$ cat src/sbg_pkg.sv
package sbg_pkg;

  // Machine cycle: six states, two phases each, one phase per ref_clk
  localparam int unsigned SBG_PHASES_PER_CYCLE = 12;
  localparam logic [3:0]  SBG_PHASE_LAST       = 4'hB;
  // Phase index: S1P1=0, S1P2=1, ... S6P2=11
  localparam logic [3:0]  SBG_S1P1             = 4'h0;
  localparam logic [3:0]  SBG_S3P1             = 4'h4;
  localparam logic [3:0]  SBG_S5P2             = 4'h9;
  localparam logic [3:0]  SBG_S6P1             = 4'hA;
  localparam logic [3:0]  SBG_S6P2             = 4'hB;

  // Rate dividers, in oscillator periods; the timer one in overflows, the port one in x16 ticks
  localparam int unsigned SBG_MODE2_DIV        = 64;
  localparam int unsigned SBG_GEN_DIV          = 78;
  localparam int unsigned SBG_GEN_FINAL_DIV    = 2496;
  localparam int unsigned SBG_TMR_DIV          = 32;
  localparam int unsigned SBG_PORT_DIV         = 16;
  localparam logic [6:0]  SBG_GEN_LAST         = 7'h4D;
  localparam logic [5:0]  SBG_M2_LAST          = 6'h3F;
  localparam logic [3:0]  SBG_X16_LAST         = 4'hF;

  // Control register bit position and reset values
  localparam int unsigned SBG_GEN_SEL_BIT      = 7;
  localparam logic        SBG_GEN_SEL_RST      = 1'b0;
  localparam logic        SBG_DOUBLER_RST      = 1'b0;

  // Shift register constants
  localparam logic [8:0]  SBG_TX_MARK          = 9'h100;
  localparam logic [7:0]  SBG_RX_INIT          = 8'hFE;
  localparam logic [8:0]  SBG_TX_END           = 9'h003;

  // Serial modes
  typedef enum logic [1:0] {
    SBG_MODE0 = 2'h0,
    SBG_MODE1 = 2'h1,
    SBG_MODE2 = 2'h2,
    SBG_MODE3 = 2'h3
  } sbg_mode_t;

  // Mode 0 controller states, one-hot
  typedef enum logic [4:0] {
    SBG_IDLE  = 5'h01,
    SBG_TWAIT = 5'h02,
    SBG_SEND  = 5'h04,
    SBG_RWAIT = 5'h08,
    SBG_RECV  = 5'h10
  } sbg_state_t;

  // Pin group
  typedef struct packed {
    logic data_o;
    logic data_oe;
    logic clk_o;
  } sbg_pins_t;

  // Whole state of the block
  typedef struct packed {
    sbg_state_t state;
    logic [3:0] phase;
    logic [6:0] gen_cnt;
    logic       gen_half;
    logic [5:0] m2_cnt;
    logic       tmr_half;
    logic [3:0] x16_cnt;
    logic       x16_tick;
    logic       bit_tick;
    logic [8:0] tx_sr;
    logic [7:0] rx_sr;
    logic       rx_sample;
    logic       tx_done;
    logic       rx_done;
    logic [7:0] buf_q0;
    logic [7:0] buf_q1;
    logic       buf_v0;
    logic       buf_v1;
    logic       wr_ready;
    sbg_pins_t  pins;
  } sbg_regs_t;

endpackage

$ cat src/sbg_serial.sv
`timescale 1ns/10ps
`default_nettype none

// Notes on behaviour
// RULE_01: Mode 0 bit rate is oscillator/12.
// RULE_02: Mode 2 rate osc/64, or osc/32 doubled.
// RULE_03: Internal generator divides oscillator by 78.
// RULE_04: Doubler removes divide-by-two: osc*2^d/2496.
// RULE_05: Baud clock divided by sixteen in port.
// RULE_06: Timer source: overflow*2^d/32.
// RULE_07: Generator select is control bit 7.
// RULE_08: Software sets timer as 8-bit auto-reload.
// RULE_09: Mode 0 moves eight bits LSB first.
// RULE_10: Buffer write loads marker into ninth bit.
// RULE_11: One machine cycle before transmit-active.
// RULE_12: Transmit drives data and shift clock pins.
// RULE_13: Shift clock low S3-S5, high S6-S2.
// RULE_14: Shift right at S6P2, zeros from left.
// RULE_15: Final shift, done flag at S1P1 cycle ten.
// RULE_16: Receive starts on enable, loads FE.
// RULE_17: Receive clock toggles at S3P1, S6P1.
// RULE_18: Shift left at S6P2, S5P2 sample in.
// RULE_19: Last shift loads buffer, sets done flag.
// RULE_20: Generator select clear after reset.
// RULE_21: Port divides x16 baud clock by sixteen.
// RULE_22: Machine cycle is six states, two phases.
module sbg_serial (
  // Clock and reset
  input  wire logic           ref_clk,
  input  wire logic           rst_n,
  // Configuration
  input  wire sbg_pkg::sbg_mode_t serial_mode,
  input  wire logic [7:0]     analog_serial_control_reg,
  input  wire logic           rate_doubler_bit,
  input  wire logic           timer_overflow,
  input  wire logic           receiver_enable,
  // Buffer write and flag clears
  input  wire logic           serial_buffer_wr,
  input  wire logic [7:0]     serial_buffer_wdata,
  output logic                serial_buffer_wr_ready,
  input  wire logic           transmit_done_clr,
  input  wire logic           receive_done_clr,
  // Received bytes
  output logic                rx_valid,
  output logic [7:0]          rx_data,
  input  wire logic           rx_ready,
  // Status
  output logic                transmit_done_flag,
  output logic                receive_done_flag,
  output logic                baud_tick,
  // Pins: data pin three-way, shift clock out
  input  wire logic           data_pin_i,
  output logic                data_pin_o,
  output logic                data_pin_oe,
  output logic                shift_clk_o
);
  import sbg_pkg::*;

  sbg_regs_t r_reg;
  sbg_regs_t r_next;
  logic      gen_sel;
  logic      m0;
  logic      x16_src;
  logic      push;
  logic      pop;
  logic [7:0] rx_byte;
  logic      clk_fall;
  logic      clk_rise;

  // Select reads as clear while reset is held
  assign gen_sel = rst_n ? analog_serial_control_reg[SBG_GEN_SEL_BIT]
                         : SBG_GEN_SEL_RST; // [RULE_07] [RULE_20]
  assign m0      = (serial_mode == SBG_MODE0);
  // Pin is registered, so each clock edge is decided one phase early
  assign clk_fall = (r_reg.phase == SBG_S3P1 - 4'h1);
  assign clk_rise = (r_reg.phase == SBG_S6P1 - 4'h1);

  // Outputs come straight from the state register
  assign serial_buffer_wr_ready = r_reg.wr_ready;
  assign rx_valid           = r_reg.buf_v0;
  assign rx_data            = r_reg.buf_q0;
  assign transmit_done_flag = r_reg.tx_done;
  assign receive_done_flag  = r_reg.rx_done;
  assign baud_tick          = r_reg.bit_tick;
  assign data_pin_o         = r_reg.pins.data_o;
  assign data_pin_oe        = r_reg.pins.data_oe;
  assign shift_clk_o        = r_reg.pins.clk_o;

  // Next state of everything
  always_comb begin
    r_next          = r_reg;
    push            = 1'b0;
    rx_byte         = 8'h00;
    x16_src         = 1'b0;
    r_next.bit_tick = 1'b0;
    r_next.x16_tick = 1'b0;

    // Phase counter, one ref_clk per phase, twelve per cycle
    if (r_reg.phase == SBG_PHASE_LAST) begin // [RULE_22]
      r_next.phase = 4'h0;
    end else begin
      r_next.phase = r_reg.phase + 4'h1;
    end

    // Prescaler /78 then optional /2 removed by doubler
    if (r_reg.gen_cnt == SBG_GEN_LAST) begin // [RULE_03]
      r_next.gen_cnt  = 7'h00;
      r_next.gen_half = ~r_reg.gen_half;
    end else begin
      r_next.gen_cnt = r_reg.gen_cnt + 7'h01;
    end
    // Timer overflow halved unless doubled
    if (timer_overflow) begin
      r_next.tmr_half = ~r_reg.tmr_half;
    end
    // Mode 2 /64 or /32 count
    r_next.m2_cnt = r_reg.m2_cnt + 6'h01;

    // Select the x16 baud clock source
    case (serial_mode)
      SBG_MODE2: begin
        // Doubler halves the period [RULE_02]
        x16_src = rate_doubler_bit ? (r_reg.m2_cnt[4:0] == 5'h1F)
                                   : (r_reg.m2_cnt == SBG_M2_LAST);
      end
      SBG_MODE1, SBG_MODE3: begin
        if (gen_sel) begin
          x16_src = (r_reg.gen_cnt == SBG_GEN_LAST) &&
                    (rate_doubler_bit || r_reg.gen_half); // [RULE_04]
        end else begin
          x16_src = timer_overflow &&
                    (rate_doubler_bit || r_reg.tmr_half); // [RULE_06]
        end
      end
      default: x16_src = 1'b0;
    endcase
    // Mode 2 divider already yields the bit period; modes 1 and 3 /16
    if (serial_mode == SBG_MODE2) begin
      r_next.bit_tick = x16_src;
    end else if (x16_src) begin
      r_next.x16_tick = 1'b1;
      r_next.x16_cnt  = r_reg.x16_cnt + 4'h1;
      r_next.bit_tick = (r_reg.x16_cnt == SBG_X16_LAST); // [RULE_05] [RULE_21]
    end
    if (m0) begin
      r_next.bit_tick = (r_reg.phase == SBG_S6P2); // [RULE_01]
    end

    // Set wins over clear on both flags
    if (transmit_done_clr) r_next.tx_done = 1'b0;
    if (receive_done_clr)  r_next.rx_done = 1'b0;

    // Mode 0 controller
    case (r_reg.state)
      SBG_IDLE: begin
        r_next.wr_ready = 1'b1;
        if (m0 && serial_buffer_wr && r_reg.wr_ready &&
            r_reg.phase == SBG_S6P2) begin
          r_next.tx_sr    = {1'b1, serial_buffer_wdata}; // [RULE_10]
          r_next.state    = SBG_TWAIT;
          r_next.wr_ready = 1'b0;
        end else if (m0 && receiver_enable && !r_reg.rx_done &&
                     !receive_done_clr && !r_reg.buf_v1) begin
          r_next.state    = SBG_RWAIT; // [RULE_16]
          r_next.wr_ready = 1'b0;
        end
      end
      SBG_TWAIT: begin
        // A full machine cycle passes before sending
        if (r_reg.phase == SBG_S6P2) begin // [RULE_11]
          r_next.state        = SBG_SEND;
          r_next.pins.data_oe = 1'b1;
          r_next.pins.data_o  = r_reg.tx_sr[0];
        end
      end
      SBG_SEND: begin
        r_next.pins.data_oe = 1'b1;
        r_next.pins.data_o  = r_reg.tx_sr[0]; // [RULE_12] [RULE_09]
        if (clk_fall) r_next.pins.clk_o = 1'b0; // [RULE_13]
        if (clk_rise) r_next.pins.clk_o = 1'b1; // [RULE_13]
        if (r_reg.phase == SBG_S6P2) begin
          r_next.tx_sr = {1'b0, r_reg.tx_sr[8:1]}; // [RULE_14]
          // Marker next to the MSB; the MSB itself may be either value
          if ((r_reg.tx_sr | 9'h001) == SBG_TX_END) begin
            // Finish lands on S1P1 of the tenth cycle
            r_next.state        = SBG_IDLE; // [RULE_15]
            r_next.tx_done      = 1'b1;
            r_next.pins.data_oe = 1'b0;
            r_next.pins.clk_o   = 1'b1;
          end
        end
      end
      SBG_RWAIT: begin
        if (r_reg.phase == SBG_S6P2) begin
          r_next.rx_sr = SBG_RX_INIT; // [RULE_16]
          r_next.state = SBG_RECV;
        end
      end
      SBG_RECV: begin
        if (clk_fall) r_next.pins.clk_o = 1'b0; // [RULE_17]
        if (clk_rise) r_next.pins.clk_o = 1'b1; // [RULE_17]
        if (r_reg.phase == SBG_S5P2) r_next.rx_sample = data_pin_i;
        if (r_reg.phase == SBG_S6P2) begin
          r_next.rx_sr = {r_reg.rx_sr[6:0], r_reg.rx_sample}; // [RULE_18]
          if (!r_reg.rx_sr[7]) begin
            // Byte arrives LSB first, so reverse bit order
            rx_byte      = {<<{r_reg.rx_sr[6:0], r_reg.rx_sample}};
            push         = 1'b1; // [RULE_19]
            r_next.state = SBG_IDLE;
            r_next.rx_done = 1'b1; // [RULE_19]
          end
        end
      end
      default: begin
        r_next.state = SBG_IDLE;
      end
    endcase
    if (!m0 && r_reg.state != SBG_IDLE) begin
      // Leaving mode 0 aborts the byte in flight
      r_next.state        = SBG_IDLE;
      r_next.pins.data_oe = 1'b0;
      r_next.pins.clk_o   = 1'b1;
    end

    // Two-entry output buffer; receive is held off while full
    pop = r_reg.buf_v0 && rx_ready;
    if (pop) begin
      r_next.buf_q0 = r_reg.buf_q1;
      r_next.buf_v0 = r_reg.buf_v1;
      r_next.buf_v1 = 1'b0;
    end
    if (push) begin
      if (!r_next.buf_v0) begin
        r_next.buf_q0 = rx_byte;
        r_next.buf_v0 = 1'b1;
      end else begin
        r_next.buf_q1 = rx_byte;
        r_next.buf_v1 = 1'b1;
      end
    end
  end

  // State register, synchronous reset
  always_ff @(posedge ref_clk) begin
    if (!rst_n) begin
      r_reg           <= '0;
      r_reg.state     <= SBG_IDLE;
      r_reg.pins.clk_o <= 1'b1;
    end else begin
      r_reg <= r_next;
    end
  end

endmodule
`default_nettype wire

$ cat config.mk
export PLATFORM = sky130hd
export DESIGN_NAME = sbg_serial
export DESIGN_NICKNAME = d
export VERILOG_FILES = /design/src/sbg_pkg.sv /design/src/sbg_serial.sv
export SDC_FILE = /design/constraint.sdc
export NUM_CORES = 1
export LEC_CHECK = 0
export BUFFER_PORTS_ARGS = -buffer_cell sky130_fd_sc_hd__buf_4
export CAP_MARGIN = 20
export CORE_UTILIZATION = 31
export DETAILED_ROUTE_END_ITERATION = 10
export SKIP_CTS_REPAIR_TIMING = 1
export SLEW_MARGIN = 20
export SYNTH_ARGS = -nofsm -noshare
export SYNTH_HDL_FRONTEND = slang
export SYNTH_SLANG_ARGS = --single-unit
$ cat constraint.sdc
create_clock -name ref_clk -period 1.9 [get_ports ref_clk]
set_clock_uncertainty 0.1 [all_clocks]
set_input_delay 0.38 -clock ref_clk [delete_from_list [all_inputs] [get_ports ref_clk]]
set_output_delay 0.38 -clock ref_clk [all_outputs]
set_load 0.01 [all_outputs]
==> results of run 1 <==
==> cell families (layout without fill, tap and decap cells) <==
logic type	Yosys count	after routing	synth area share, %
compound gates	68	68	16.46
xor+xnor	11	11	2.934
fa+ha+maj	7	7	2.668
buf+inv	32	95	4.992
flops	71	71	43.29
mux	17	17	5.183
simple gates	140	140	24.47
==> final timing paths <==
check / from / end / slack (ns) / cells past startpoint
worst min register to register: r_reg[49] / r_reg[49] / 0.37 / 1
worst max-delay path: r_reg[63] / rx_data[5] / 0.007 / 6
worst max register to register: r_reg[63] / rx_data[5] / 0.007 / 6
worst min-delay path: rst_n / r_reg[52] / 0.19 / 2
==> power by group through the flow <==
stage / sequential, mW / clock, mW / combinational [mW]
floorplan: 1.58 / 0 / 0.143
global placement: 1.59 / 0 / 0.254
detailed placement: 1.59 / 0 / 0.260
CTS: 1.55 / 1.33 / 0.261
global route: 1.56 / 1.39 / 0.328
finish: 1.56 / 1.29 / 0.295
==> synth_stat cells (all sizes together), types with 6 or more instances <==
| cell | n |
|---|---|
| dfxtp | 71 |
| nand2 | 33 |
| nand3 | 26 |
| mux2i | 17 |
| nor2 | 17 |
| nor2b | 17 |
| o211a | 16 |
| buf | 14 |
| and2 | 13 |
| o21ai | 12 |
| a21oi | 9 |
| clkbuf | 9 |
| inv | 9 |
| a21boi | 7 |
| ha | 7 |
| o221a | 7 |
| xor2 | 6 |
==> final cells by class <==
| type | count | area share, % |
|---|---|---|
| Sequential cell | 71 | 34.11 |
| Inverter | 9 | 0.8094 |
| Timing Repair Buffer | 71 | 13.25 |
| Clock buffer | 9 | 2.968 |
| Multi-Input combinational cell | 243 | 42.72 |
| Clock inverter | 6 | 2.068 |
| Tap cell | 136 | 4.077 |
==> critical path: cells and delay by family, from the launching register on <==
family | cells | cell delay [ns]
buffers and inverters | 1 | 0.15
and+or+nand+nor | 3 | 0.80
DFF | 1 | 0.36
AOI/OAI and AO/OA | 1 | 0.21
adders and majority gates | 1 | 0.17
==> metrics by stage <==
stage / std cells / cell area, um^2 / setup TNS [ns]
6_report: 545 / 4174 / 0
4_1_cts: 541 / 4051 / -0.7499
2_1_floorplan: 346 / 3286 / 0
5_1_grt: 545 / 4174 / -0.4172
3_3_place_gp: 526 / 3841 / -0.4198
3_5_place_dp: 526 / 3841 / -0.6099
==> per-layer routing <==
metal  routed length, um  up-vias  track usage [%]
li1                    -     1345                -
met1                3369     1236            16.10
met2                3369       48            22.56
met3                 248        6            3.930
met4                  73        0            3.924
met5                   0        -                0
==> results.ini, run 1 <==
[routing]
drtIter0Drc = 100
wl_um = 7061
via_per_inst = 4.835
ant_nets = 0
vias = 2635
drc = 0
wire_per_inst_um = 12.96
dr.pass1.iters = 4

[cts]
cts_tree = built
cts_made_buffers = 9
insertion_delay_ns = 0.35
clock-sinks = 71
htree_levels = 3
clockBufferDepth = 2
cts_root_buf = clkbuf_8
path_clk_slew_ns = 0.07

[critical_path]
startpoint_type = flop
worstPathCellList = ha_4 -> and3b_4 -> nand3_4 -> or3b_4 -> buf_6 -> o211a_1
crit_slowest_cell = or3b_4
critPathArrivalTime_ns = 2.03
end_kind = flop
crit_fanout = 8
critPathMaxStageDelay_ns = 0.41
crit_type = reg -> reg
required_ns = 2.03

[cells_and_area]
syn2layout_area_growth_pct = 27.13
insertedDiodeCount = 0
final_common_cell = dfxtp_1
final_layout_size_suffix_gt1_share_pct = 29.83
largest_reg_flops = 55
fin_nets = 440
multi_input_area_mm2 = 0.001783
utilization_pct = 40.61
mostFrequentLayoutCells = dfxtp_1 (69), buf_4 (67), nand2_1 (33)
fillers = 1038
regArea_mm2 = 0.001424

[power]
peakVddDrop_uv = 282.8
p_switching_mw = 0.7436
powerDensity_mw_per_mm2 = 754.7
p_leak_nw = 1.868
pwr-share-clk_pct = 41.1
p_int_mw = 2.406
switching_share_pct = 23.61
p_seq_share_pct = 49.5
p_comb_share_pct = 9.4
total_power_mw = 3.150

[floorplan]
die_height_um = 104.9
io_pins = 44
row_count = 37
chipWidth_um = 104.9
initial_core_util_pct = 31.95
die_area_mm2 = 0.01101
core_area_mm2 = 0.01028

[outcome]
status = completed

[yosys]
yosys.cell_types.count = 60
yosys_register_bits = 71
yosysTopAreaCellShare_pct = 43.29
synth_edf_count = 0
netlist_area_mm2 = 0.003283
yosysWarnings = 0
ys.flop_type = dfxtp_1
synth_top_cell_by_area = dfxtp_1
synthesis.nets = 381
synthTopCellsByArea = dfxtp_1 (43%), mux2i_1 (5.2%), o211a_1 (4.9%)
synth_cells = 346
async_flop_share_pct = 0
seq_area_frac_synth_pct = 43.29
syn_area_per_cell_um2 = 9.489

[sta]
holdWs_ns = 0.1933
report.final.slew_viol_count = 0
post-route-period-util_pct = 99.64
layout_setup_ws_ns = 0.006771
setup_viol = 0
tightest_slew_ns = 0.3729
rsz0062_at_grt = true
fin_crit_ns = 1.893
relSlewSlack_pct = 74.97
hold_violations = 0
max_freq_mhz = 528.2

[placed_design]
dpl_worst_slack_ns = -0.2010
gp_congestion = 0.7699
dp_hpwl_um = 4890
numPortBuffers = 36

[flow_run]
cap_violations = 0

[global_routing]
grt_pass1_vias = 2540
antenna_found_initial = 0
grt_pass1_wl_um = 11660
grt_overflow = 0
grt_max_degree = 38
grt_usage_pct = 13.26

[worst_hold_path]
min_path_type = in -> reg

Power figures use the tool's default switching activity.
==> inputs of run 2 (changes only) <==
--- a/config.mk
+++ b/config.mk
@@ -7,6 +7,7 @@
 export LEC_CHECK = 0
 export BUFFER_PORTS_ARGS = -buffer_cell sky130_fd_sc_hd__buf_4
 export CAP_MARGIN = 20
+export CORE_MARGIN = 3
 export CORE_UTILIZATION = 31
 export DETAILED_ROUTE_END_ITERATION = 10
 export SKIP_CTS_REPAIR_TIMING = 1
==> run 2 against run 1 <==
Net effect: core utilization increased by 0.99 points; highest routed layer unchanged; non-clock buffer count increased by 2; worst hold slack worse by 0.0012 ns; final area is 0.12% higher; total power is 1.2% higher; via count rose by 1.5%; global-route usage decreased by 0.66 points; combinational power decreased by 3%; largest cell class unchanged; critical endpoint is now rx_data[0]; critical path type unchanged; sequential cell count unchanged.
==> results.ini, run 2 (synthesis results as in run 1) <==
[outcome]
status = completed

[power]
p_seq_share_pct = 48.9  ; -0.6 points
pwr-share-clk_pct = 42.2  ; +1.1 points
p_comb_share_pct = 9.0  ; -0.4 points
switching_share_pct = 24.26  ; +0.65 points
peakVddDrop_uv = 389.0  ; +38%
p_switching_mw = 0.7730  ; +3.9%
p_int_mw = 2.414  ; +0.31%
p_leak_nw = 1.872  ; +0.20%
powerDensity_mw_per_mm2 = 762.6  ; +1.0%

[worst_hold_path]
worstHoldEndpoint = r_reg[24]
min_path_type = in -> reg
holdPathStages = 3  ; +1
min_from = data_pin_i

[floorplan]
io_pins = 44  ; unchanged
initial_core_util_pct = 32.69  ; +0.74 points
die_height_um = 108.9  ; +3.8%
core_area_mm2 = 0.01004  ; -2.3%
chipWidth_um = 108.9  ; +3.8%
row_count = 36  ; -2.7%
die_area_mm2 = 0.01186  ; +7.8%

[placed_design]
numPortBuffers = 36  ; unchanged
dp_hpwl_um = 4924  ; +0.69%
dpl.cell_count = 524  ; -0.38%
gp_congestion = 0.7831  ; +1.7%

[routing]
wl_um = 7051  ; -0.14%
via_per_inst = 4.906  ; +1.5%
vias = 2674  ; +1.5%
ant_nets = 0  ; unchanged
dr.pass1.iters = 4  ; unchanged
wire_per_inst_um = 12.94  ; -0.14%
drc = 0  ; unchanged
drtIter0Drc = 132  ; +32%

[cts]
cts_made_buffers = 9  ; unchanged
cts_tree = built
clockBufferDepth = 2  ; unchanged
clock-sinks = 71  ; unchanged
path_clk_slew_ns = 0.07  ; about the same
htree_levels = 3  ; unchanged
cts_root_buf = clkbuf_8
insertion_delay_ns = 0.35  ; about the same

[critical_path]
required_ns = 2.03  ; about the same
critPathArrivalTime_ns = 2.01  ; -0.02 ns
crit_fanout = 8  ; unchanged
end_kind = flop
startpoint_type = flop
r2r_end = rx_data[0]
reg2regPathDepth = 6  ; unchanged
crit_start = r_reg[63]
reg2reg_setup_slack_ns = 0.02  ; about the same
crit_type = reg -> reg
rr_startpoint = r_reg[63]

[sta]
post-route-period-util_pct = 98.98  ; -0.67 points
relSlewSlack_pct = 65.68  ; -9.3 points
max_freq_mhz = 531.8  ; +0.67%
setup_viol = 0  ; unchanged
tightest_slew_ns = 0.5094  ; +0.1365 ns
rsz0062_at_grt = true
fin_crit_ns = 1.881  ; -0.01266 ns
tns_ns = 0  ; unchanged
report.final.slew_viol_count = 0  ; unchanged
hold_violations = 0  ; unchanged

[global_routing]
use_met2_pct = 19.69  ; -2.9 points
antenna_found_initial = 0  ; unchanged
grt_pass1_vias = 2601  ; +2.4%
grt_usage_pct = 12.60  ; -0.66 points
grt-busiest-layer = met2
grt_overflow = 0  ; unchanged
gr-usage-met1_pct = 16.65  ; +0.55 points
grt_pass1_wl_um = 12010  ; +3.0%
met3_usage_pct = 3.375  ; -0.56 points
grt_max_degree = 35  ; -7.9%

[cells_and_area]
largest_reg_flops = 55  ; unchanged
fin_nets = 442  ; +0.45%
mostFrequentLayoutCells = buf_4 (70), dfxtp_1 (68), nand2_1 (33)
syn2layout_area_growth_pct = 27.29
fin_cells = 545  ; unchanged
final_layout_size_suffix_gt1_share_pct = 29.85  ; about the same
final_common_cell = buf_4
insertedDiodeCount = 0  ; unchanged

[flow_run]
cap_violations = 0  ; unchanged

run 2: changes by cell type in the layout (fill, tap and decap cells not counted), sizes merged:
cell      delta
clkinvlp     +1
buf          +3
clkbuf       -1
run 2: worst max-delay path by stage:
stage | to | slack, ns | cells after the start
after floorplan | rx_data[0] | 0.001 | 7
after global placement | r_reg[70] | -0.02 | 7
after detailed placement | r_reg[70] | -0.05 | 7
after CTS | rx_data[0] | -0.04 | 6
after global routing | r_reg[47] | -0.05 | 7
final | rx_data[0] | 0.02 | 6
run 2: worst max-delay path, stage by stage, from the launching register on:
cell and delay, ns:
dfxtp_2 0.35, ha_4 0.16, and3b_4 0.28, nand3_4 0.09
or3b_4 0.43, buf_6 0.16, o211a_1 0.20
run 2: layout make-up:
cell class	instances	area, um^2
fill	1004	5866
multi-input combinational	243	1764
sequential	71	1425
timing repair buffer	73	568.0
tap	133	166.4
clock buffer	9	123.9
clock inverter	7	97.59
inverter	9	33.78
run 2: power by group through the flow:
stage          clock network, mW  logic (mW)  registers (mW)
2_1_floorplan                  0       0.143            1.58
3_3_place_gp                   0       0.255            1.59
3_5_place_dp                   0       0.260            1.59
4_1_cts                     1.39       0.261            1.55
5_1_grt                     1.45       0.322            1.56
6_report                    1.34       0.285            1.56
run 2: metal layers:
layer	vias to the layer above	share of wire [%]
met2	39	45
met5	-	0
li1	1352	-
met4	0	1.6
met1	1273	50
met3	10	3.7
run 2: per-stage QoR:
stage | setup slack, ns | power (mW) | utilization [%] | hold slack [ns] | area (um^2)
2_1_floorplan | 0.001353 | 1.726 | - | 0.3349 | 3286
3_3_place_gp | -0.02425 | 1.841 | 38.28 | 0.3523 | 3845
4_1_cts | -0.04394 | 3.206 | 40.48 | 0.1789 | 4066
6_report | 0.01943 | 3.187 | 41.60 | 0.1921 | 4179
5_1_grt | -0.04855 | 3.336 | 41.60 | 0.2021 | 4179
3_5_place_dp | -0.05169 | 1.847 | 38.28 | 0.3639 | 3845
==> inputs of run 3 (changes only) <==
--- a/config.mk
+++ b/config.mk
@@ -5,11 +5,11 @@
 export SDC_FILE = /design/constraint.sdc
 export NUM_CORES = 1
 export LEC_CHECK = 0
-export BUFFER_PORTS_ARGS = -buffer_cell sky130_fd_sc_hd__buf_4
 export CAP_MARGIN = 20
 export CORE_MARGIN = 3
-export CORE_UTILIZATION = 31
+export CORE_UTILIZATION = 40
 export DETAILED_ROUTE_END_ITERATION = 10
+export DONT_BUFFER_PORTS = 1
 export SKIP_CTS_REPAIR_TIMING = 1
 export SLEW_MARGIN = 20
 export SYNTH_ARGS = -nofsm -noshare
==> run 3 against run 2 <==
Net effect: via count decreased by 8.0%; sequential power about the same; worst hold slack lost 0.13 ns; die area is 21% lower; clock power decreased by 10%; combinational power shrank 28%; global-route usage grew 2.5 points; largest power group unchanged; critical path type unchanged; critical path depth unchanged; sequential cell count did not move.
==> results.ini, run 3 (synthesis results as in run 1) <==
[cells_and_area]
fin_cells = 469  ; -14%
mostFrequentLayoutCells = dfxtp_1 (69), nand2_1 (33), buf_4 (28)
final_common_cell = dfxtp_1
syn2layout_area_growth_pct = 13.53
final_layout_size_suffix_gt1_share_pct = 20.98  ; -8.9 points
largest_reg_flops = 55  ; unchanged
insertedDiodeCount = 0  ; unchanged
fin_nets = 397  ; -10%

[global_routing]
grt_usage_pct = 15.10  ; +2.5 points
grt_overflow = 0  ; unchanged
grt_pass1_wl_um = 10900  ; -9.2%
grt_max_degree = 63  ; +80%
grt_pass1_vias = 2375  ; -8.7%
antenna_found_initial = 0  ; unchanged

[floorplan]
row_count = 32  ; -11%
core_area_mm2 = 0.007848  ; -22%
io_pins = 44  ; unchanged
initial_core_util_pct = 41.84  ; +9.2 points
chipWidth_um = 96.60  ; -11%
die_height_um = 96.60  ; -11%
die_area_mm2 = 0.009331  ; -21%

[cts]
clock-sinks = 71  ; unchanged
cts_made_buffers = 9  ; unchanged
htree_levels = 3  ; unchanged
clockBufferDepth = 2  ; unchanged
cts_tree = built
path_clk_slew_ns = 0.08  ; about the same
cts_root_buf = clkbuf_8
insertion_delay_ns = 0.35  ; about the same

[critical_path]
end_kind = flop
critPathArrivalTime_ns = 2.07  ; +0.06 ns
startpoint_type = flop
critPathMaxStageDelay_ns = 0.51  ; +0.08 ns
crit_fanout = 4  ; -4
worstPathCellList = nor4b_2 -> buf_4 -> a31o_2 -> a21oi_1 -> or4b_1 -> a21oi_2
required_ns = 2.08  ; +0.05 ns
crit_slowest_cell = or4b_1
crit_type = reg -> reg

[sta]
tightest_slew_ns = 0.3784  ; -0.1309 ns
relSlewSlack_pct = 74.43  ; +8.7 points
tns_ns = 0  ; unchanged
setup_viol = 0  ; unchanged
max_freq_mhz = 528.6  ; -0.60%
rsz0062_at_grt = true
layout_setup_ws_ns = 0.008052  ; -0.01138 ns
report.final.slew_viol_count = 0  ; unchanged
post-route-period-util_pct = 99.58  ; +0.60 points
hold_violations = 0  ; unchanged
fin_crit_ns = 1.892  ; +0.01138 ns

[routing]
dr.pass1.iters = 4  ; unchanged
vias = 2459  ; -8.0%
drc = 0  ; unchanged
wire_per_inst_um = 14.06  ; +8.7%
drtIter0Drc = 104  ; -21%
ant_nets = 0  ; unchanged
wl_um = 6595  ; -6.5%
via_per_inst = 5.243  ; +6.9%

[placed_design]
dpl.cell_count = 453  ; -14%
dpl_worst_slack_ns = -0.04058  ; +0.01111 ns
dp_hpwl_um = 4500  ; -8.6%
gp_congestion = 0.7826  ; about the same
numPortBuffers = 0  ; -100%

[worst_hold_path]
min_path_type = in -> reg

[outcome]
status = completed

[power]
p_leak_nw = 1.628  ; -13%
peakVddDrop_uv = 362.8  ; -6.7%
total_power_mw = 2.954  ; -7.3%
powerDensity_mw_per_mm2 = 792.5  ; +3.9%

[flow_run]
cap_violations = 0  ; unchanged

[run 3: cell count changes in the layout (fill, tap and decap cells not counted), sizes merged]
cell    delta
buf       -45
inv        +1
bufinv     -1
[run 3: layout make-up]
class                           instances  area [um^2]
Multi-Input combinational cell        243         1735
Inverter                                9        33.78
Tap cell                              102        127.6
Timing Repair Buffer                   28        210.2
Fill cell                             797         4120
Sequential cell                        71         1424
Clock inverter                          7        72.57
Clock buffer                            9        123.9
[run 3: path summary, 6_finish.rpt]
path                            startpoint  cells past startpoint    endpoint  slack [ns]
worst max-delay path              r_reg[4]                      6   r_reg[70]       0.008
worst max register to register    r_reg[4]                      6   r_reg[70]       0.008
worst min register to register   r_reg[33]                      2  data_pin_o        0.37
worst min-delay path                 rst_n                      1  rx_data[5]        0.06
[run 3: worst max-delay path: cells and delay by family, from the launching register on]
family	cells	cell delay (ns)
simple gates	2	0.83
buf+inv	1	0.18
flops	1	0.35
compound gates	3	0.37
[run 3: per-stage QoR]
stage / area (um^2) / hold WS [ns] / utilization, %
6_report: 3727 / 0.06369 / 47.50
4_1_cts: 3690 / 0.03595 / 47.02
3_5_place_dp: 3493 / 0.3634 / 44.52
2_1_floorplan: 3286 / 0.3349 / -
5_1_grt: 3727 / 0.03130 / 47.50
3_3_place_gp: 3493 / 0.3520 / 44.52
[run 3: layer usage]
layer | GRT usage (%) | part of all wire (%)
met1 | 18.58 | 47
met2 | 24.02 | 46
met3 | 5.500 | 5.6
met4 | 5.958 | 1.4
met5 | 0 | 0
[run 3: where the power goes]
part	switching (mW)	leakage (nW)	internal, mW	total, mW
combinational	0.0960	0.957	0.108	0.204
sequential	0.0344	0.575	1.52	1.55
clock	0.588	0.0956	0.608	1.20
total	0.718	1.63	2.24	2.95
